[src/include/plgs_pkg.sv]
/*
 * Package for the lock-detect, output-pin and status register bank.
 * Assumes a register port of 6-bit address and 24-bit data in the core clock domain.
 */
package plgs_pkg;
	localparam logic [5:0]  ADDR_LOCK_CFG   = 6'h1a;
	localparam logic [5:0]  ADDR_GPO_CTRL   = 6'h1b;
	localparam logic [5:0]  ADDR_SLIP_CTRL  = 6'h1c;
	localparam logic [5:0]  ADDR_RSVD_A     = 6'h1d;
	localparam logic [5:0]  ADDR_TEMP_EN    = 6'h1e;
	localparam logic [5:0]  ADDR_STATUS     = 6'h1f;
	localparam logic [5:0]  ADDR_RSVD_B     = 6'h20;
	localparam logic [5:0]  ADDR_TEMP_RD    = 6'h21;
	localparam logic [5:0]  ADDR_RSVD_C     = 6'h22;
	localparam logic [23:0] RST_LOCK_CFG    = 24'h001040;
	localparam logic [23:0] RST_GPO_CTRL    = 24'h000000;
	localparam logic [23:0] RST_SLIP_CTRL   = 24'h000020;
	localparam logic [23:0] RST_TEMP_EN     = 24'h000000;
	localparam logic [23:0] RST_RSVD_A      = 24'h000000;
	localparam logic [23:0] RST_RSVD_B      = 24'h000020;
	localparam logic [23:0] RST_RSVD_C      = 24'h000000;
	localparam logic [6:0]  RST_TEMP_CODE   = 7'h1f;
	localparam logic [6:0]  TEMP_CODE_MAX   = 7'h07;
	// Lock-config fields.
	localparam int LCK_THR_MSB = 9;
	localparam int LCK_ASYM    = 10;
	localparam int LCK_ASYM_UP = 11;
	localparam int LCK_AUTO    = 12;
	localparam int LCK_FORCE   = 13;
	localparam int LCK_RING    = 14;
	localparam int LCK_RSPD_LO = 15;
	localparam int LCK_DUR_LO  = 17;
	localparam int LCK_WIDTH   = 20;
	// Output-control fields.
	localparam int GPO_SEL_LO  = 0;
	localparam int GPO_DAT_LO  = 4;
	localparam int GPO_DRV_EN  = 7;
	localparam int GPO_DIS_LO  = 8;
	localparam int GPO_WIDTH   = 11;
	// Slip-control fields.
	localparam int SLP_STEP_LO = 0;
	localparam int SLP_FORCE   = 4;
	localparam int SLP_MANUAL  = 5;
	localparam int SLP_WIDTH   = 6;
	// Nominal asymmetric window width and cycles at 20 MHz (rounded down, at least 1).
	localparam int ASYM_WIN_NS = 10;
	localparam int CLK_NS      = 50;
	localparam int ASYM_CYC    = (ASYM_WIN_NS / CLK_NS) < 1 ? 1 : (ASYM_WIN_NS / CLK_NS);
	// Base window lengths per duration code, one-shot sources.
	localparam int WIN_BASE    = 2;
	localparam logic [3:0] SEL_STATIC = 4'h0;
	localparam logic [3:0] SEL_PFD    = 4'h2;
	localparam logic [3:0] SEL_SAT    = 4'h3;
	localparam logic [3:0] SEL_XREF   = 4'h4;
	localparam logic [3:0] SEL_PHASE  = 4'h6;
	localparam logic [3:0] SEL_CLKS   = 4'h7;
	localparam logic [3:0] SEL_SWEEP  = 4'h8;
	localparam logic [3:0] SEL_QUANT  = 4'ha;
	typedef enum logic [1:0] {PLGS_IDLE, PLGS_WIN, PLGS_GAP} plgs_win_t;
endpackage : plgs_pkg

[src/include/plgs_lock_if.sv]
/*
 * Interface between the register bank and the lock detector.
 * Assumes both ends run on the core clock.
 */
`timescale 1ns/1ps
interface plgs_lock_if;
	logic [9:0] threshold;
	logic       asym_en;
	logic       asym_up;
	logic       ring_sel;
	logic [1:0] ring_speed;
	logic [1:0] duration;
	logic       ref_tick;
	logic       in_phase;
	logic       window;
	logic       locked;
	modport bank (output threshold, asym_en, asym_up, ring_sel, ring_speed, duration,
		ref_tick, in_phase, input window, locked);
	modport det (input threshold, asym_en, asym_up, ring_sel, ring_speed, duration,
		ref_tick, in_phase, output window, locked);
endinterface : plgs_lock_if

[src/hw/plgs_regs.sv]
/*
 * Lock-detect, output-pin, slip-prevention and status register bank.
 * Assumes a decoded register port (write strobe, read strobe, address, data) from the
 * serial shifter in the core clock domain, and asynchronous analog signals at the pins.
 */
`timescale 1ns/1ps
module plgs_regs
	import plgs_pkg::*;
(
	// Clock, reset, enable.
	input  wire logic        i_clk,
	input  wire logic        i_rst_n,
	input  wire logic        i_ce,
	// Register port from the serial shifter.
	input  wire logic        i_wr,
	input  wire logic        i_rd,
	input  wire logic [5:0]  i_addr,
	input  wire logic [23:0] i_wdata,
	input  wire logic        i_rd_busy,
	input  wire logic        i_rd_bit,
	output logic [23:0]      o_rdata,
	// Serial data output pin.
	output logic             o_sdo,
	// Analog and core signals to route or report.
	input  wire logic        i_ref_tick,
	input  wire logic        i_in_phase,
	input  wire logic        i_pfd_up,
	input  wire logic        i_detector_down_pulse,
	input  wire logic        i_sat_ref,
	input  wire logic        i_sat_div,
	input  wire logic        i_gain_hold,
	input  wire logic        i_aux_ref,
	input  wire logic        i_aux_sine,
	input  wire logic        i_synced_fraction_strobe,
	input  wire logic [3:1]  i_quantized_osc_phase,
	input  wire logic        i_aux_clk,
	input  wire logic        i_ring_test,
	input  wire logic        i_modulator_clock,
	input  wire logic        i_sweep_busy,
	input  wire logic [2:0]  i_quant_out,
	input  wire logic [3:1]  i_mod_overflow,
	input  wire logic [11:0] i_temp_deci,
	input  wire logic        i_slip_reset_auto,
	// General-purpose output pins.
	output logic             o_gp_out_pin_a,
	output logic             o_gp_out_pin_b,
	output logic             o_gp_out_pin_c,
	output logic             o_gp_out_pin_a_oe,
	output logic             o_gp_out_pin_b_oe,
	output logic             o_gp_out_pin_c_oe,
	// Detector controls.
	output logic [3:0]       o_slip_correction_step,
	output logic             o_slip_prevention_en,
	output logic             o_detector_reset_n,
	output logic             o_temp_sensor_en
);
	localparam int NSYNC = 18;

	typedef struct packed {
		logic [LCK_WIDTH-1:0]  lock_cfg;
		logic [GPO_WIDTH-1:0]  gpo_ctrl;
		logic [SLP_WIDTH-1:0]  slip_ctrl;
		logic                  temp_en;
		logic [NSYNC-1:0]      meta;
		logic [NSYNC-1:0]      sync;
		logic [23:0]           rdata;
		logic                  sdo;
		logic [2:0]            gp;
		logic [2:0]            oe;
		logic [3:0]            step;
		logic                  slip_en;
		logic                  det_rst_n;
	} plgs_bank_t;
	plgs_bank_t s_q, s_d;

	logic [NSYNC-1:0] pins;
	logic [6:0]       temp_code;
	logic             locked_flag;
	logic             sweep_active_flag;
	logic [3:1]       modulator_overflow_flags;
	logic [2:0]       route;
	logic [3:0]       gpo_sel;
	plgs_lock_if      lk ();

	assign pins = {i_ref_tick, i_in_phase, i_pfd_up, i_detector_down_pulse, i_sat_ref,
		i_sat_div, i_gain_hold, i_aux_ref, i_aux_sine, i_synced_fraction_strobe,
		i_quantized_osc_phase, i_aux_clk, i_ring_test, i_modulator_clock, i_sweep_busy,
		i_mod_overflow[1]};

	// The pin signals pass two flops (meta, sync) before anything looks at them.
	assign lk.ref_tick   = s_q.sync[17];
	assign lk.in_phase   = s_q.sync[16];
	assign lk.threshold  = s_q.lock_cfg[LCK_THR_MSB:0];
	assign lk.asym_en    = s_q.lock_cfg[LCK_ASYM];
	assign lk.asym_up    = s_q.lock_cfg[LCK_ASYM_UP];
	assign lk.ring_sel   = s_q.lock_cfg[LCK_RING];
	assign lk.ring_speed = s_q.lock_cfg[LCK_RSPD_LO +: 2];
	assign lk.duration   = s_q.lock_cfg[LCK_DUR_LO +: 2];

	assign locked_flag              = lk.locked;
	assign sweep_active_flag        = s_q.sync[1];
	// Overflow bits 3:2 come from the same core domain as bit 1's synchroniser.
	assign modulator_overflow_flags = {i_mod_overflow[3:2], s_q.sync[0]};
	assign gpo_sel                  = s_q.gpo_ctrl[GPO_SEL_LO +: 4];

	plgs_lock_det u_det (
		.i_clk   (i_clk),
		.i_rst_n (i_rst_n),
		.i_ce    (i_ce),
		.lk      (lk)
	);

	plgs_temp_conv u_temp (
		.i_clk       (i_clk),
		.i_rst_n     (i_rst_n),
		.i_ce        (i_ce),
		.i_en        (s_q.temp_en),
		.i_deci_offs (i_temp_deci),
		.o_code      (temp_code)
	);

	always_comb
	begin
		route = 3'h0;
		case (gpo_sel)
			SEL_STATIC: route = s_q.gpo_ctrl[GPO_DAT_LO +: 3];
			SEL_PFD:    route = {s_q.sync[15], s_q.sync[14], lk.window};
			SEL_SAT:    route = {s_q.sync[13], s_q.sync[12], s_q.sync[11]};
			SEL_XREF:   route = {s_q.sync[10], s_q.sync[9], s_q.sync[8]};
			SEL_PHASE:  route = {s_q.sync[5], s_q.sync[6], s_q.sync[7]};
			SEL_CLKS:   route = {s_q.sync[4], s_q.sync[3], s_q.sync[2]};
			SEL_SWEEP:  route = {1'b0, sweep_active_flag, 1'b0};
			SEL_QUANT:  route = i_quant_out;
			default:    route = 3'h0;
		endcase
	end

	always_comb
	begin
		s_d      = s_q;
		s_d.meta = pins;
		s_d.sync = s_q.meta;
		// Reserved addresses fall through and keep no state.
		if (i_wr)
		begin
			if (i_addr == ADDR_LOCK_CFG)
				s_d.lock_cfg = i_wdata[LCK_WIDTH-1:0];
			else if (i_addr == ADDR_GPO_CTRL)
				s_d.gpo_ctrl = i_wdata[GPO_WIDTH-1:0];
			else if (i_addr == ADDR_SLIP_CTRL)
				s_d.slip_ctrl = i_wdata[SLP_WIDTH-1:0];
			else if (i_addr == ADDR_TEMP_EN)
				s_d.temp_en = i_wdata[0];
		end
		if (i_rd)
		begin
			if (i_addr == ADDR_LOCK_CFG)
				s_d.rdata = 24'(s_q.lock_cfg);
			else if (i_addr == ADDR_GPO_CTRL)
				s_d.rdata = 24'(s_q.gpo_ctrl);
			else if (i_addr == ADDR_SLIP_CTRL)
				s_d.rdata = 24'(s_q.slip_ctrl);
			else if (i_addr == ADDR_RSVD_A)
				s_d.rdata = RST_RSVD_A;
			else if (i_addr == ADDR_TEMP_EN)
				s_d.rdata = 24'(s_q.temp_en);
			else if (i_addr == ADDR_STATUS)
				s_d.rdata = {18'h00000, sweep_active_flag, 1'b0,
					modulator_overflow_flags, locked_flag};
			else if (i_addr == ADDR_RSVD_B)
				s_d.rdata = RST_RSVD_B;
			else if (i_addr == ADDR_TEMP_RD)
				s_d.rdata = {17'h00000, temp_code};
			else if (i_addr == ADDR_RSVD_C)
				s_d.rdata = RST_RSVD_C;
			else
				s_d.rdata = 24'h000000;
		end
		// Force-route wins; the host must not read in that mode.
		if (s_q.lock_cfg[LCK_FORCE])
			s_d.sdo = locked_flag;
		else if (i_rd_busy)
			s_d.sdo = i_rd_bit;
		else if (s_q.lock_cfg[LCK_AUTO])
			s_d.sdo = locked_flag;
		else
			s_d.sdo = 1'b0;
		s_d.gp = route;
		// Pin c is bit 2 of the disable field, pin a bit 0.
		s_d.oe = {3{s_q.gpo_ctrl[GPO_DRV_EN]}} & ~s_q.gpo_ctrl[GPO_DIS_LO +: 3];
		s_d.step    = s_q.slip_ctrl[SLP_STEP_LO +: 4];
		s_d.slip_en = s_q.slip_ctrl[SLP_MANUAL]
			&& (s_q.slip_ctrl[SLP_STEP_LO +: 4] != 4'h0);
		s_d.det_rst_n = s_q.slip_ctrl[SLP_FORCE] ? s_q.slip_ctrl[SLP_MANUAL]
			: i_slip_reset_auto;
	end

	always_ff @(posedge i_clk or negedge i_rst_n)
	begin
		if (!i_rst_n)
		begin
			s_q           <= '0;
			s_q.lock_cfg  <= RST_LOCK_CFG[LCK_WIDTH-1:0];
			s_q.gpo_ctrl  <= RST_GPO_CTRL[GPO_WIDTH-1:0];
			s_q.slip_ctrl <= RST_SLIP_CTRL[SLP_WIDTH-1:0];
			s_q.temp_en   <= RST_TEMP_EN[0];
			s_q.det_rst_n <= 1'b1;
		end
		else if (i_ce)
			s_q <= s_d;
	end

	assign o_rdata                = s_q.rdata;
	assign o_sdo                  = s_q.sdo;
	assign o_gp_out_pin_a         = s_q.gp[0];
	assign o_gp_out_pin_b         = s_q.gp[1];
	assign o_gp_out_pin_c         = s_q.gp[2];
	assign o_gp_out_pin_a_oe      = s_q.oe[0];
	assign o_gp_out_pin_b_oe      = s_q.oe[1];
	assign o_gp_out_pin_c_oe      = s_q.oe[2];
	assign o_slip_correction_step = s_q.step;
	assign o_slip_prevention_en   = s_q.slip_en;
	assign o_detector_reset_n     = s_q.det_rst_n;
	assign o_temp_sensor_en       = s_q.temp_en;

	chk_force_route_sdo: assert property (@(posedge i_clk) disable iff (!i_rst_n)
		(i_ce && s_q.lock_cfg[LCK_FORCE]) |=> o_sdo == $past(locked_flag))
		else $error("forced route not showing lock");
	chk_auto_route_sdo: assert property (@(posedge i_clk) disable iff (!i_rst_n)
		(i_ce && !s_q.lock_cfg[LCK_FORCE] && s_q.lock_cfg[LCK_AUTO] && !i_rd_busy)
		|=> o_sdo == $past(locked_flag))
		else $error("auto route not showing lock");
	chk_static_pins: assert property (@(posedge i_clk) disable iff (!i_rst_n)
		(i_ce && gpo_sel == SEL_STATIC) |=> s_q.gp == $past(s_q.gpo_ctrl[GPO_DAT_LO +: 3]))
		else $error("static value not on pins");
	chk_reserved_sel_low: assert property (@(posedge i_clk) disable iff (!i_rst_n)
		(i_ce && (gpo_sel == 4'h5 || gpo_sel == 4'h9 || gpo_sel > 4'ha)) |=> s_q.gp == 3'h0)
		else $error("reserved selector drives pins");
	chk_driver_enable: assert property (@(posedge i_clk) disable iff (!i_rst_n)
		(i_ce && !s_q.gpo_ctrl[GPO_DRV_EN]) |=> s_q.oe == 3'h0)
		else $error("pins driven while drivers off");
	chk_slip_reset_manual: assert property (@(posedge i_clk) disable iff (!i_rst_n)
		(i_ce && s_q.slip_ctrl[SLP_FORCE])
		|=> o_detector_reset_n == $past(s_q.slip_ctrl[SLP_MANUAL]))
		else $error("manual detector reset ignored");
	chk_slip_zero_off: assert property (@(posedge i_clk) disable iff (!i_rst_n)
		(i_ce && s_q.slip_ctrl[SLP_STEP_LO +: 4] == 4'h0) |=> !o_slip_prevention_en)
		else $error("slip prevention on with zero step");
	chk_status_read: assert property (@(posedge i_clk) disable iff (!i_rst_n)
		(i_ce && i_rd && i_addr == ADDR_STATUS) |=> o_rdata[0] == $past(locked_flag))
		else $error("status lock bit wrong");
	chk_reserved_read: assert property (@(posedge i_clk) disable iff (!i_rst_n)
		(i_ce && i_rd && i_addr == ADDR_RSVD_B) |=> o_rdata == RST_RSVD_B)
		else $error("reserved register read wrong");
endmodule : plgs_regs

[src/hw/plgs_lock_det.sv]
/*
 * Lock detector: counts reference ticks with phase error inside the window.
 * Assumes ref_tick and in_phase are synchronised pulses in the core clock domain.
 */
`timescale 1ns/1ps
module plgs_lock_det
	import plgs_pkg::*;
(
	// Clock and reset.
	input  wire logic i_clk,
	input  wire logic i_rst_n,
	input  wire logic i_ce,
	// Bank side.
	plgs_lock_if.det  lk
);
	typedef struct packed {
		plgs_win_t  st;
		logic [4:0] tmr;
		logic [9:0] cnt;
		logic       locked;
	} plgs_det_t;
	plgs_det_t s_q, s_d;

	always_comb
	begin
		s_d = s_q;
		case (s_q.st)
			PLGS_IDLE:
				if (lk.ref_tick)
				begin
					s_d.st = PLGS_WIN;
					// Ring one-shot scales with speed code, analog one with duration.
					if (lk.asym_en)
						s_d.tmr = 5'(ASYM_CYC);
					else if (lk.ring_sel)
						s_d.tmr = 5'(WIN_BASE + 2 * lk.ring_speed);
					else
						s_d.tmr = 5'(WIN_BASE + 2 * lk.duration);
					if (lk.in_phase ^ (lk.asym_en & lk.asym_up))
					begin
						if (s_q.cnt < lk.threshold)
							s_d.cnt = s_q.cnt + 10'h001;
					end
					else
					begin
						s_d.cnt    = '0;
						s_d.locked = 1'b0;
					end
				end
			PLGS_WIN:
				if (s_q.tmr <= 5'h01)
					s_d.st = PLGS_IDLE;
				else
					s_d.tmr = s_q.tmr - 5'h01;
			default:
				s_d.st = PLGS_IDLE;
		endcase
		if (s_d.cnt >= lk.threshold)
			s_d.locked = 1'b1;
	end

	always_ff @(posedge i_clk or negedge i_rst_n)
	begin
		if (!i_rst_n)
			s_q <= '0;
		else if (i_ce)
			s_q <= s_d;
	end

	assign lk.window = (s_q.st == PLGS_WIN);
	assign lk.locked = s_q.locked;

	chk_lock_on_count: assert property (@(posedge i_clk) disable iff (!i_rst_n)
		(i_ce && s_d.cnt >= lk.threshold) |=> s_q.locked)
		else $error("lock not declared at threshold");
endmodule : plgs_lock_det

[src/hw/plgs_temp_conv.sv]
/*
 * Temperature code converter: floor((T+40)/17.5) with saturation.
 * Assumes the sensor reports whole tenths of a degree plus 400 (T+40 in 0.1 C).
 */
`timescale 1ns/1ps
module plgs_temp_conv
	import plgs_pkg::*;
(
	// Clock and reset.
	input  wire logic       i_clk,
	input  wire logic       i_rst_n,
	input  wire logic       i_ce,
	// Sensor.
	input  wire logic       i_en,
	input  wire logic [11:0] i_deci_offs,
	output logic [6:0]      o_code
);
	localparam logic [11:0] STEP_DECI = 12'd175;
	localparam logic [11:0] SAT_DECI  = STEP_DECI * 12'(TEMP_CODE_MAX);
	typedef struct packed { logic [6:0] code; } plgs_tc_t;
	plgs_tc_t s_q, s_d;

	always_comb
	begin
		s_d = s_q;
		if (i_en)
		begin
			if (i_deci_offs >= SAT_DECI)
				s_d.code = TEMP_CODE_MAX;
			else
				s_d.code = 7'(i_deci_offs / STEP_DECI);
		end
	end

	always_ff @(posedge i_clk or negedge i_rst_n)
	begin
		if (!i_rst_n)
			s_q <= '{code: RST_TEMP_CODE};
		else if (i_ce)
			s_q <= s_d;
	end

	assign o_code = s_q.code;

	chk_temp_saturate: assert property (@(posedge i_clk) disable iff (!i_rst_n)
		(i_ce && i_en && i_deci_offs >= SAT_DECI) |=> o_code == TEMP_CODE_MAX)
		else $error("temperature code not saturated");
endmodule : plgs_temp_conv

[config.mk]
export PLATFORM = sky130hd
export DESIGN_NAME = plgs_regs
export DESIGN_NICKNAME = d
export VERILOG_FILES = /design/src/include/plgs_pkg.sv /design/src/include/plgs_lock_if.sv /design/src/hw/plgs_regs.sv /design/src/hw/plgs_lock_det.sv /design/src/hw/plgs_temp_conv.sv
export SDC_FILE = /design/constraint.sdc
export NUM_CORES = 1
export LEC_CHECK = 0
export BUFFER_PORTS_ARGS = -buffer_cell sky130_fd_sc_hd__buf_4
export CORE_MARGIN = 2
export CORE_UTILIZATION = 60
export DETAILED_ROUTE_END_ITERATION = 16
export GPL_TIMING_DRIVEN = 0
export HOLD_SLACK_MARGIN = 0.05
export PLACE_DENSITY = 0.83
export SETUP_SLACK_MARGIN = 0.15
export SLEW_MARGIN = 20
export SYNTH_ARGS = -nofsm -noshare
export SYNTH_HDL_FRONTEND = slang
export SYNTH_SLANG_ARGS = --single-unit
[constraint.sdc]
create_clock -name i_clk -period 7.1 [get_ports i_clk]
set_input_delay 1.42 -clock i_clk [delete_from_list [all_inputs] [get_ports i_clk]]
set_output_delay 1.42 -clock i_clk [all_outputs]
set_load 0.01 [all_outputs]
==> out/qor.yml, run 1 <==
worst-path-max-fanout: 8
route.antenna.remaining_nets: 0
floorplan.die.height_um: 119
cpPeakStageDelay_ns: 0.49
setup_viol: 0
yosys_warnings: 0
yosysTopAreaCell: "dfrtp_1"
drt-wirelength-per-cell_um: 19.3
status: "completed"
critPathRequiredTime_ns: 7.48
final_area_um2: 9550
layout_worst_path_cycle_share_pct: 76.9
preCtsSetupSlack_ns: 1.29
syn_to_final_growth_pct: 21.3
timing.slew.headroom_pct: 46.5
timing.critical_path.to_type: "flip-flop"
fp.dieArea_um2: 14000
netlist.area_leader.share_pct: 38.2
rsz0062_at_grt: "false"
grt_antenna_before_repair: 0
synth_top_cells_by_area: "dfrtp_1, mux2_2, ha_1, o21ai_0, dfstp_2"
layout_min_cycle_time_ns: 5.46
globalRoute.totalOverflow: 0
powerDensity_nw_per_um2: 272
gp_routability_congestion: 1.02
cts_setup_buffers: 0
totalNegativeSetupSlack_ns: 0
num_vias: 6818
detailed_place.area_um2: 8840
power.leakage_nw: 4.44
via_count_of_the_first_global_routing_pass: 6791
total_iterations_of_the_first_detailed_routing_run: 6
cts_sinks: 129
cts.hold.buffers_added: 0
yosys-top-cells-count: "dfrtp_1, mux2_2, nand2_1"
count_of_input_and_output_buffers: 95
placementRows: 41
post_synth_instance_area_um2: 7870
most_repeated_cell_in_the_gate_level_netlist_after_synthesis: "dfrtp_1"
start_util_pct: 61.9
maxCapViolCount: 0
hold_viol: 0
worst_ep_arrival_time_ns: 5.84
design.final.nets: 1012
synth-seq-cells: 129
clk-insertion-delay-late_ns: 0.43
layout.core_utilization_pct: 75.1
seq_area_frac_synth_pct: 41.2
antenna_cells: 0
detailedRoute.firstIterationViolations: 629
synth.distinct_cells: 85
worst_path_max_delay_cell: "mux2_2"
clock-skew-final_ns: 0.00630
grt_max_degree: 84
postSynth.asyncResetShare_pct: 100
library_cell_used_as_clock_root_buffer: "clkbuf_16"
place_hpwl_mm: 15.2
max_slew.worst_pin.slew_ns: 0.797
tritoncts.num_buffers: 17
die_w_um: 119
cts-htree-levels: 4
grt_use_total_pct: 31.3
route.detailed.vias_per_inst: 6.20
drc: 0
drv_slew: 0
worst_r2r_path_depth: 27
postRouteWirelength_mm: 21.3
cp_cell_sequence: "buf_2, nand4_1, o21ai_0, o211ai_1, o21ai_2, mux2_2, a31oi_1, xnor2_1, ha_1, nand2_1, nor2_1, o21a_1, nor2_1, mux2i_1, o22ai_4, a31oi_4, o21ai_0, a21o_1, a21oi_1, o22a_1"
holdCritPathClass: "reg -> reg"
hold_path_depth: 2
clkSlewWorstSetupHoldPaths_ns: 0.06
synth_edf_count: 0
pin_count: 111
worst_setup_start_kind: "input port"
core_area_um2: 12700
synth_ff_type: "dfrtp_1"
final_layout_size_suffix_gt1_share_pct: 28.7
clock_tree_from_tritoncts: "yes"
avg_cell_area_syn_um2: 9.87
achievable-frequency_mhz: 183
clock_tree.buffer_depth: 2
global_route_wire_length_before_repair_mm: 34.8
syn-instance-count: 797
postLayoutSetupSlackWorst_ns: 1.64
worstSetupPathType: "in -> reg"
peakVddDrop_mv: 0.188
post_cts.resized_instances: 0
## registers in the layout (all words and copies together) (netlist names), 2 cells and up
register / cells
gpo_sel: 4
lk.duration: 2
lk.ring_speed: 2
lk.threshold: 10
o_rdata: 20
o_slip_correction_step: 4
s_d: 22
s_q: 27
u_det.s_q: 16
u_temp.o_code: 5
## path summary, 6_finish.rpt
path | from | endpoint | slack, ns
setup / recovery | i_temp_deci[6] | u_temp.o_code[0]$_DFFE_PN1P_ | 1.64
hold / removal | o_rdata[2]$_DFFE_PN0P_ | o_rdata[2]$_DFFE_PN0P_ | 0.48
setup reg to reg | u_det.s_q[2]$_DFFE_PN0P_ | u_det.lk.locked$_DFFE_PN0P_ | 1.75
hold reg to reg | o_rdata[2]$_DFFE_PN0P_ | o_rdata[2]$_DFFE_PN0P_ | 0.48
max in group asynchronous | i_rst_n | u_temp.o_code[3]$_DFFE_PN1P_ | 5.39
min in group asynchronous | i_rst_n | o_rdata[17]$_DFFE_PN0P_ | 0.92
## layout by cell type (no fill, tap or decap), types with 6 or more instances in the layout
cell type	count
buf_4	125
dfrtp_1	120
mux2_2	72
nand2_1	62
o21ai_0	59
nor2_1	46
a21oi_1	38
clkbuf_1	30
inv_1	29
ha_1	24
a31oi_1	18
clkbuf_16	17
mux2i_1	16
nand3_1	14
a22o_1	14
o31ai_1	14
xor2_1	13
a21o_1	13
nor3_1	13
and3_1	10
nand4_1	9
dfstp_2	9
and2_1	8
xnor2_1	7
bufinv_16	7
nor2b_1	6
nand2b_1	6
o21a_1	6
o211ai_1	6
buf_1	6
nor4_1	6
a22oi_1	6
## cell families (layout without fill, tap and decap cells)
kind of cell / Yosys count / after routing / share of synthesized area (%)
AOI/OAI and AO/OA: 231 / 231 / 20.7
and+or+nand+nor: 200 / 200 / 12.6
DFF: 129 / 129 / 41.2
buffers and inverters: 101 / 229 / 6.53
muxes: 89 / 89 / 12.6
adders and majority gates: 25 / 25 / 3.94
xor gates and xnor gates: 21 / 21 / 2.43
other: 1 / 4 / 0.0476
## worst max-delay path, delay by kind of cell
family / cells / cell delay (ns)
buffers and inverters: 1 / 0.16
XOR/XNOR: 1 / 0.23
AND/OR/NAND/NOR: 4 / 0.56
AO/OA/AOI/OAI: 11 / 2.33
adder cells (fa/ha/maj): 1 / 0.31
multiplexers: 2 / 0.82
## power by group
group	switching (W)	internal (W)	leakage [nW]
Combinational	0.000328	0.000267	2.49
Sequential	0.000108	0.000842	1.61
Clock	0.000339	0.000713	0.336
## metal layers
metal	vias up	routed length, um	GRT usage [%]	share of wire [%]
met5	-	0	0	0
met3	46	1390	6.18	6.5
met4	0	581	13.5	2.7
met2	293	10500	50.6	50
li1	3133	-	-	-
met1	3346	8740	40.9	41
## metrics by stage
step	power, W	std cells	hold slack (ns)
detailed placement	0.00153	1068	0.474
global placement	0.00149	1067	0.465
CTS	0.00259	1100	0.488
global route	0.00271	1100	0.512
finish	0.00260	1100	0.485
floorplan	0.00133	800	0.450
## cell type report
class,count,area [um^2]
Fill cell,906,3170
Multi-Input combinational cell,570,4130
Tap cell,172,215
Clock buffer,19,453
Buffer,72,405
Sequential cell,129,3240
Clock inverter,13,255
Timing Repair Buffer,96,744
Inverter,29,109
Note: power is estimated with default switching activity, not from simulation.
==> run 2: changes to the inputs <==
--- a/config.mk
+++ b/config.mk
@@ -7,11 +7,11 @@
 export LEC_CHECK = 0
 export BUFFER_PORTS_ARGS = -buffer_cell sky130_fd_sc_hd__buf_4
 export CORE_MARGIN = 2
-export CORE_UTILIZATION = 60
+export CORE_UTILIZATION = 58
 export DETAILED_ROUTE_END_ITERATION = 16
 export GPL_TIMING_DRIVEN = 0
 export HOLD_SLACK_MARGIN = 0.05
-export PLACE_DENSITY = 0.83
+export PLACE_DENSITY = 0.81
 export SETUP_SLACK_MARGIN = 0.15
 export SLEW_MARGIN = 20
 export SYNTH_ARGS = -nofsm -noshare
==> constraint.sdc (replaced) <==
create_clock -name i_clk -period 5.5 [get_ports i_clk]
set_input_delay 1.1 -clock i_clk [delete_from_list [all_inputs] [get_ports i_clk]]
set_output_delay 1.1 -clock i_clk [all_outputs]
set_load 0.01 [all_outputs]
==> run 2 against run 1 <==
Sequential share of layout area increased by 0.18 points. Clock skew is 0.00064 ns higher. Critical path depth grew 7. Worst setup slack worse by 1.2 ns. Highest routed layer unchanged.
==> out/qor.yml, run 2 (same netlist as run 1, synthesis figures left out) <==
status: "completed"
pin_count: 111
grt_use_total_pct: 28.2
rsz0062_at_grt: "true"
final_layout_size_suffix_gt1_share_pct: 29.2
layout_min_cycle_time_ns: 5.08
worst_r2r_path_depth: 27
largest-register: "s_q"
worstSetupPathType: "reg -> reg"
critical_path.most_common_cell: "a21o_1"
place_hpwl_mm: 14.5
clk-insertion-delay-late_ns: 0.42
cpPeakStageDelay_ns: 0.45
syn_to_final_growth_pct: 20.7
total_iterations_of_the_first_detailed_routing_run: 5
max_slew.worst_pin.slew_ns: 0.789
critPathRequiredTime_ns: 5.78
total_power_w: 0.00316
largest_reg_flops: 27
hold_viol: 0
clock-skew-final_ns: 0.00693
mostFrequentLayoutCells: "buf_4, dfrtp_1, mux2_2"
tritoncts.num_buffers: 17
global_route_wire_length_before_repair_mm: 32.1
drt-wirelength-per-cell_um: 18.0
crit_start: "u_det.s_q[2]$_DFFE_PN0P_"
power.leakage_nw: 4.42
core_area_um2: 13200
worst_path_max_delay_cell: "dfrtp_1"
placementRows: 42
grt_max_degree: 89
clkSlewWorstSetupHoldPaths_ns: 0.06
gp_routability_congestion: 0.918
cts-htree-levels: 4
worst_ep_arrival_time_ns: 5.36
route.antenna.remaining_nets: 0
clock_tree.buffer_depth: 2
cts_sinks: 129
start_util_pct: 59.4
library_cell_used_as_clock_root_buffer: "clkbuf_16"
drv_slew: 0
layout.core_utilization_pct: 71.7
worst-path-buf-inv: 1
peakVddDrop_mv: 0.232
design.final.nets: 1013
num_vias: 6663
reg2reg_slack_ns: 0.42
via_count_of_the_first_global_routing_pass: 6449
preCtsSetupSlack_ns: -0.0289
floorplan.die.height_um: 120
postLayoutSetupSlackWorst_ns: 0.417
antenna_cells: 0
holdCritPathClass: "reg -> reg"
worst_setup_start_kind: "flip-flop"
detailedRoute.firstIterationViolations: 565
cts.hold.buffers_added: 0
layout_worst_path_cycle_share_pct: 92.4
timing.critical_path.to_type: "flip-flop"
worst-path-max-fanout: 10
timing.slew.headroom_pct: 47.4
achievable-frequency_mhz: 197
die_w_um: 120
critical_path.endpoint: "u_det.lk.locked$_DFFE_PN0P_"
clock_tree_from_tritoncts: "yes"
worst-path-stages: 27
worst_path_dominant_cell_family: "compound AO/OA/AOI/OAI gates"
rr_endpoint: "u_det.lk.locked$_DFFE_PN0P_"
layout_commonest_cell: "buf_4"
globalRoute.totalOverflow: 0
route.detailed.vias_per_inst: 6.03
grt_antenna_before_repair: 0
fp.dieArea_um2: 14500
maxCapViolCount: 0
postRouteWirelength_mm: 19.9
setup_viol: 0
drc: 0
count_of_input_and_output_buffers: 95
powerDensity_nw_per_um2: 333
worstReg2RegStart: "u_det.s_q[2]$_DFFE_PN0P_"
## run 2: worst min path at each step
| stage | from | to | slack (ns) | cells after the start |
|---|---|---|---|---|
| after floorplan | o_rdata[10]$_DFFE_PN0P_ | o_rdata[10]$_DFFE_PN0P_ | 0.45 | 2 |
| after global placement | o_rdata[6]$_DFFE_PN0P_ | o_rdata[6]$_DFFE_PN0P_ | 0.46 | 2 |
| after detailed placement | o_rdata[2]$_DFFE_PN0P_ | o_rdata[2]$_DFFE_PN0P_ | 0.48 | 2 |
| after CTS | o_rdata[9]$_DFFE_PN0P_ | o_rdata[9]$_DFFE_PN0P_ | 0.49 | 2 |
| after global routing | u_temp.o_code[4]$_DFFE_PN1P_ | u_temp.o_code[4]$_DFFE_PN1P_ | 0.50 | 1 |
| final | o_rdata[9]$_DFFE_PN0P_ | o_rdata[9]$_DFFE_PN0P_ | 0.49 | 2 |
## run 2: worst reg2reg max path, delay by kind of cell, from the launching register on
kind                       cells  cell delay (ns)
AOI/OAI and AO/OA             17             2.97
xor gates and xnor gates       1             0.16
adders and majority gates      2             0.57
buffers and inverters          1             0.27
DFF                            1             0.45
and+or+nand+nor                6             0.50
## run 2: cell type report
type | instances | area (um^2)
Timing Repair Buffer | 97 | 756
Multi-Input combinational cell | 570 | 4140
Tap cell | 176 | 220
Clock buffer | 18 | 439
Clock inverter | 14 | 189
Buffer | 72 | 410
Fill cell | 1027 | 3740
Sequential cell | 129 | 3240
Inverter | 29 | 109
## run 2: repair_timing
| action | in CTS | in global routing |
|---|---|---|
| gates resized for setup | 0 | 8 |
| setup endpoints to repair | 0 | 2 |
| setup buffers | 0 | 1 |
## run 2: metrics by stage
step	hold WS, ns	TNS (ns)	std cells	area (um^2)
5_1_grt	0.504	0	1105	9500
4_1_cts	0.489	0	1104	9480
2_1_floorplan	0.450	0	800	7880
3_5_place_dp	0.476	-0.0289	1072	8850
3_3_place_gp	0.460	0	1071	8810
6_report	0.485	0	1105	9500
## run 2: layer usage
layer / wire length (um) / global-route usage (%) / up-vias
met3: 1340 / 6.46 / 56
met5: 0 / 0 / -
li1: - / - / 3134
met4: 577 / 11.5 / 0
met2: 9420 / 44.9 / 276
met1: 8610 / 37.4 / 3197
## run 2: report_power, final
group	leakage, nW	total (W)	switching, W	internal, W
Combinational	2.51	0.000753	0.000405	0.000349
Sequential	1.61	0.00122	0.000132	0.00109
Clock	0.302	0.00119	0.000419	0.000767
==> run 3: changes to the inputs <==
--- a/config.mk
+++ b/config.mk
@@ -7,13 +7,15 @@
 export LEC_CHECK = 0
 export BUFFER_PORTS_ARGS = -buffer_cell sky130_fd_sc_hd__buf_4
 export CORE_MARGIN = 2
-export CORE_UTILIZATION = 58
+export CORE_UTILIZATION = 59
+export CTS_CLUSTER_DIAMETER = 60
 export DETAILED_ROUTE_END_ITERATION = 16
 export GPL_TIMING_DRIVEN = 0
 export HOLD_SLACK_MARGIN = 0.05
-export PLACE_DENSITY = 0.81
+export PLACE_DENSITY_LB_ADDON = 0.08
 export SETUP_SLACK_MARGIN = 0.15
 export SLEW_MARGIN = 20
 export SYNTH_ARGS = -nofsm -noshare
 export SYNTH_HDL_FRONTEND = slang
+export SYNTH_HIERARCHICAL = 1
 export SYNTH_SLANG_ARGS = --single-unit
==> run 3 against run 2 <==
Clock skew hardly changed. Wire length is 12% higher. Design area is 4.0% higher. First-iteration DRC count is 2.7% higher. Critical endpoint is now u_temp/o_code[0]$_DFFE_PN1P_. Via count is 7.4% higher. Register-to-register slack better by 1.7 ns. Sequential share of layout area is 1.3 points lower. Cell count is 3.1% higher. Fmax is 0.62% higher. Count of clock-buffer cells in the layout is 2 higher. Global-route usage is 2.3 points higher. Combinational power is 20% higher.
==> out/qor.yml, run 3 <==
status: "completed"
timing.slew.headroom_pct: 41.9
timing.critical_path.to_type: "flip-flop"
drv_slew: 0
rsz0062_at_grt: "false"
route.antenna.remaining_nets: 0
synth_edf_count: 0
rr_endpoint: "u_det/lk.locked$_DFFE_PN0P_"
clock-skew-final_ns: 0.00656
detailed_place.area_um2: 9280
seq_area_frac_synth_pct: 39.3
gp_routability_congestion: 0.935
most_repeated_cell_in_the_gate_level_netlist_after_synthesis: "dfrtp_1"
worstSetupPathType: "in -> reg"
route.detailed.vias_per_inst: 6.28
start_util_pct: 59.9
grt_antenna_before_repair: 0
die_w_um: 122
antenna_cells: 0
hold_viol: 0
grt_use_total_pct: 30.5
critPathRequiredTime_ns: 5.84
place_hpwl_mm: 16.6
peakVddDrop_mv: 0.260
worst_ep_arrival_time_ns: 5.39
layout_worst_path_cycle_share_pct: 91.8
numPlacedInstances: 1106
powerDensity_nw_per_um2: 326
worst_r2r_path_depth: 14
layout.core_utilization_pct: 71.7
global_route_wire_length_before_repair_mm: 35.3
hold-worst-slack_ns: 0.479
holdCritPathClass: "reg -> reg"
synth.distinct_cells: 105
netlist.area_leader.share_pct: 36.4
cts-htree-levels: 4
via_count_of_the_first_global_routing_pass: 7050
tritoncts.num_buffers: 17
placementRows: 43
pin_count: 111
crit_start: "i_temp_deci[11]"
layout_min_cycle_time_ns: 5.05
grt_max_degree: 76
cts_sinks: 129
critical_path.endpoint: "u_temp/o_code[0]$_DFFE_PN1P_"
core_area_um2: 13800
worst-path-max-fanout: 10
count_of_input_and_output_buffers: 101
fp.dieArea_um2: 14900
final_area_um2: 9880
yosys_warnings: 6
fin_cells: 1139
design.final.nets: 1043
total_iterations_of_the_first_detailed_routing_run: 5
reg2reg_slack_ns: 2.13
synth-seq-cells: 129
post_synth_instance_area_um2: 8250
power.leakage_nw: 4.41
num_vias: 7154
yosysTopAreaCell: "dfrtp_1"
largest_reg_flops: 27
globalRoute.totalOverflow: 0
maxCapViolCount: 0
postRouteWirelength_mm: 22.3
yosys-top-cells-count: "dfrtp_1, mux2_2, nand2_1"
postSynth.asyncResetShare_pct: 100
synth_top_cells_by_area: "dfrtp_1, mux2_2, ha_1, o21ai_0, buf_4"
drt-wirelength-per-cell_um: 19.6
library_cell_used_as_clock_root_buffer: "clkbuf_16"
detailedRoute.firstIterationViolations: 580
syn_to_final_growth_pct: 19.8
clock_tree_from_tritoncts: "yes"
worstReg2RegStart: "lk.threshold[6]$_DFFE_PN1P_"
achievable-frequency_mhz: 198
max_slew.worst_pin.slew_ns: 0.849
final_layout_size_suffix_gt1_share_pct: 34.2
mostFrequentLayoutCells: "buf_4, dfrtp_1, mux2_2"
drc: 0
setup_viol: 0
totalNegativeSetupSlack_ns: 0
syn-instance-count: 820
floorplan.die.height_um: 122
clkSlewWorstSetupHoldPaths_ns: 0.05
avg_cell_area_syn_um2: 10.1
worst_setup_start_kind: "input port"
clock_tree.buffer_depth: 2
synth_ff_type: "dfrtp_1"
largest-register: "s_q"
clk-insertion-delay-late_ns: 0.42
layout_commonest_cell: "buf_4"
cts.hold.buffers_added: 0
-- run 3: cell count changes after synthesis, sizes merged, moves of 8 or more --
cell | previous run | this run
a21oi | 39 | 30
mux2i | 16 | 8
a22o | 14 | 2
buf | 42 | 55
clkbuf | 30 | 15
and3 | 10 | 18
a21o | 13 | 3
a211oi | 1 | 9
xor2 | 13 | 5
mux2 | 72 | 81
-- run 3: how the worst min path moves through the flow --
stage,start,end,depth (start not counted)
2_1_floorplan,o_rdata[11]$_DFFE_PN0P_,o_rdata[11]$_DFFE_PN0P_,2
3_3_place_gp,o_rdata[16]$_DFFE_PN0P_,o_rdata[16]$_DFFE_PN0P_,2
3_5_place_dp,o_rdata[13]$_DFFE_PN0P_,o_rdata[13]$_DFFE_PN0P_,2
4_1_cts,o_rdata[13]$_DFFE_PN0P_,o_rdata[13]$_DFFE_PN0P_,2
5_1_grt,u_temp/o_code[4]$_DFFE_PN1P_,u_temp/o_code[4]$_DFFE_PN1P_,1
6_report,o_rdata[16]$_DFFE_PN0P_,o_rdata[16]$_DFFE_PN0P_,2
-- run 3: power by group --
group | internal [W] | total (W) | switching, W | leakage, nW
Clock | 0.000679 | 0.00110 | 0.000423 | 0.273
Combinational | 0.000410 | 0.000902 | 0.000493 | 2.52
Sequential | 0.00109 | 0.00121 | 0.000125 | 1.63
-- run 3: metrics by stage --
stage / setup slack [ns] / total power [W]
final: 0.448 / 0.00322
after global routing: 0.244 / 0.00337
after CTS: 0.367 / 0.00321
after detailed placement: -0.0575 / 0.00210
after global placement: 0.0288 / 0.00204
after floorplan: 0.701 / 0.00180
-- run 3: critical path, cell delays in order --
cell and delay [ns]:
buf_4 0.13, buf_2 0.18, nand2b_1 0.25, o22ai_2 0.31
a21boi_1 0.24, nor3_1 0.11, or3_1 0.37, buf_6 0.14
nor4_4 0.33, a21oi_4 0.14, o21a_2 0.18, xnor2_1 0.30
ha_1 0.21, clkbuf_2 0.19, a21oi_1 0.06, nor2_1 0.10
o31a_1 0.14, a41oi_1 0.05, xnor2_1 0.17, a211oi_1 0.35
o211ai_1 0.15, a31oi_1 0.18
-- run 3: kinds of logic after synthesis --
logic type | share of synthesized area [%]
and+or+nand+nor | 17.7
AOI/OAI and AO/OA | 17.9
DFF | 39.3
buffers and inverters | 7.28
muxes | 12.3
adders and majority gates | 3.78
xor gates and xnor gates | 1.70
other | 0.0911
-- run 3: repair_timing --
action | 4_1_cts | 5_1_grt
endpoints found under the hold margin | 0 | 0
endpoints found under the setup margin | 0 | 1
resized for setup | 0 | 3
buffers inserted | 0 | 1
-- run 3: cell type report --
class	instances	area, um^2
inverters	35	136
repair buffers	103	797
fillers	1028	3890
flip-flops and latches	129	3240
clock inverters	12	135
multi-input cells	589	4430
plain buffers	71	465
clock buffers	20	447
well taps	180	225
-- run 3: routing by layer --
metal	share of wire, %	global-route usage, %
met5	0	0
met4	3.0	12.1
met3	6.4	6.41
met2	49	50.6
met1	42	39.1
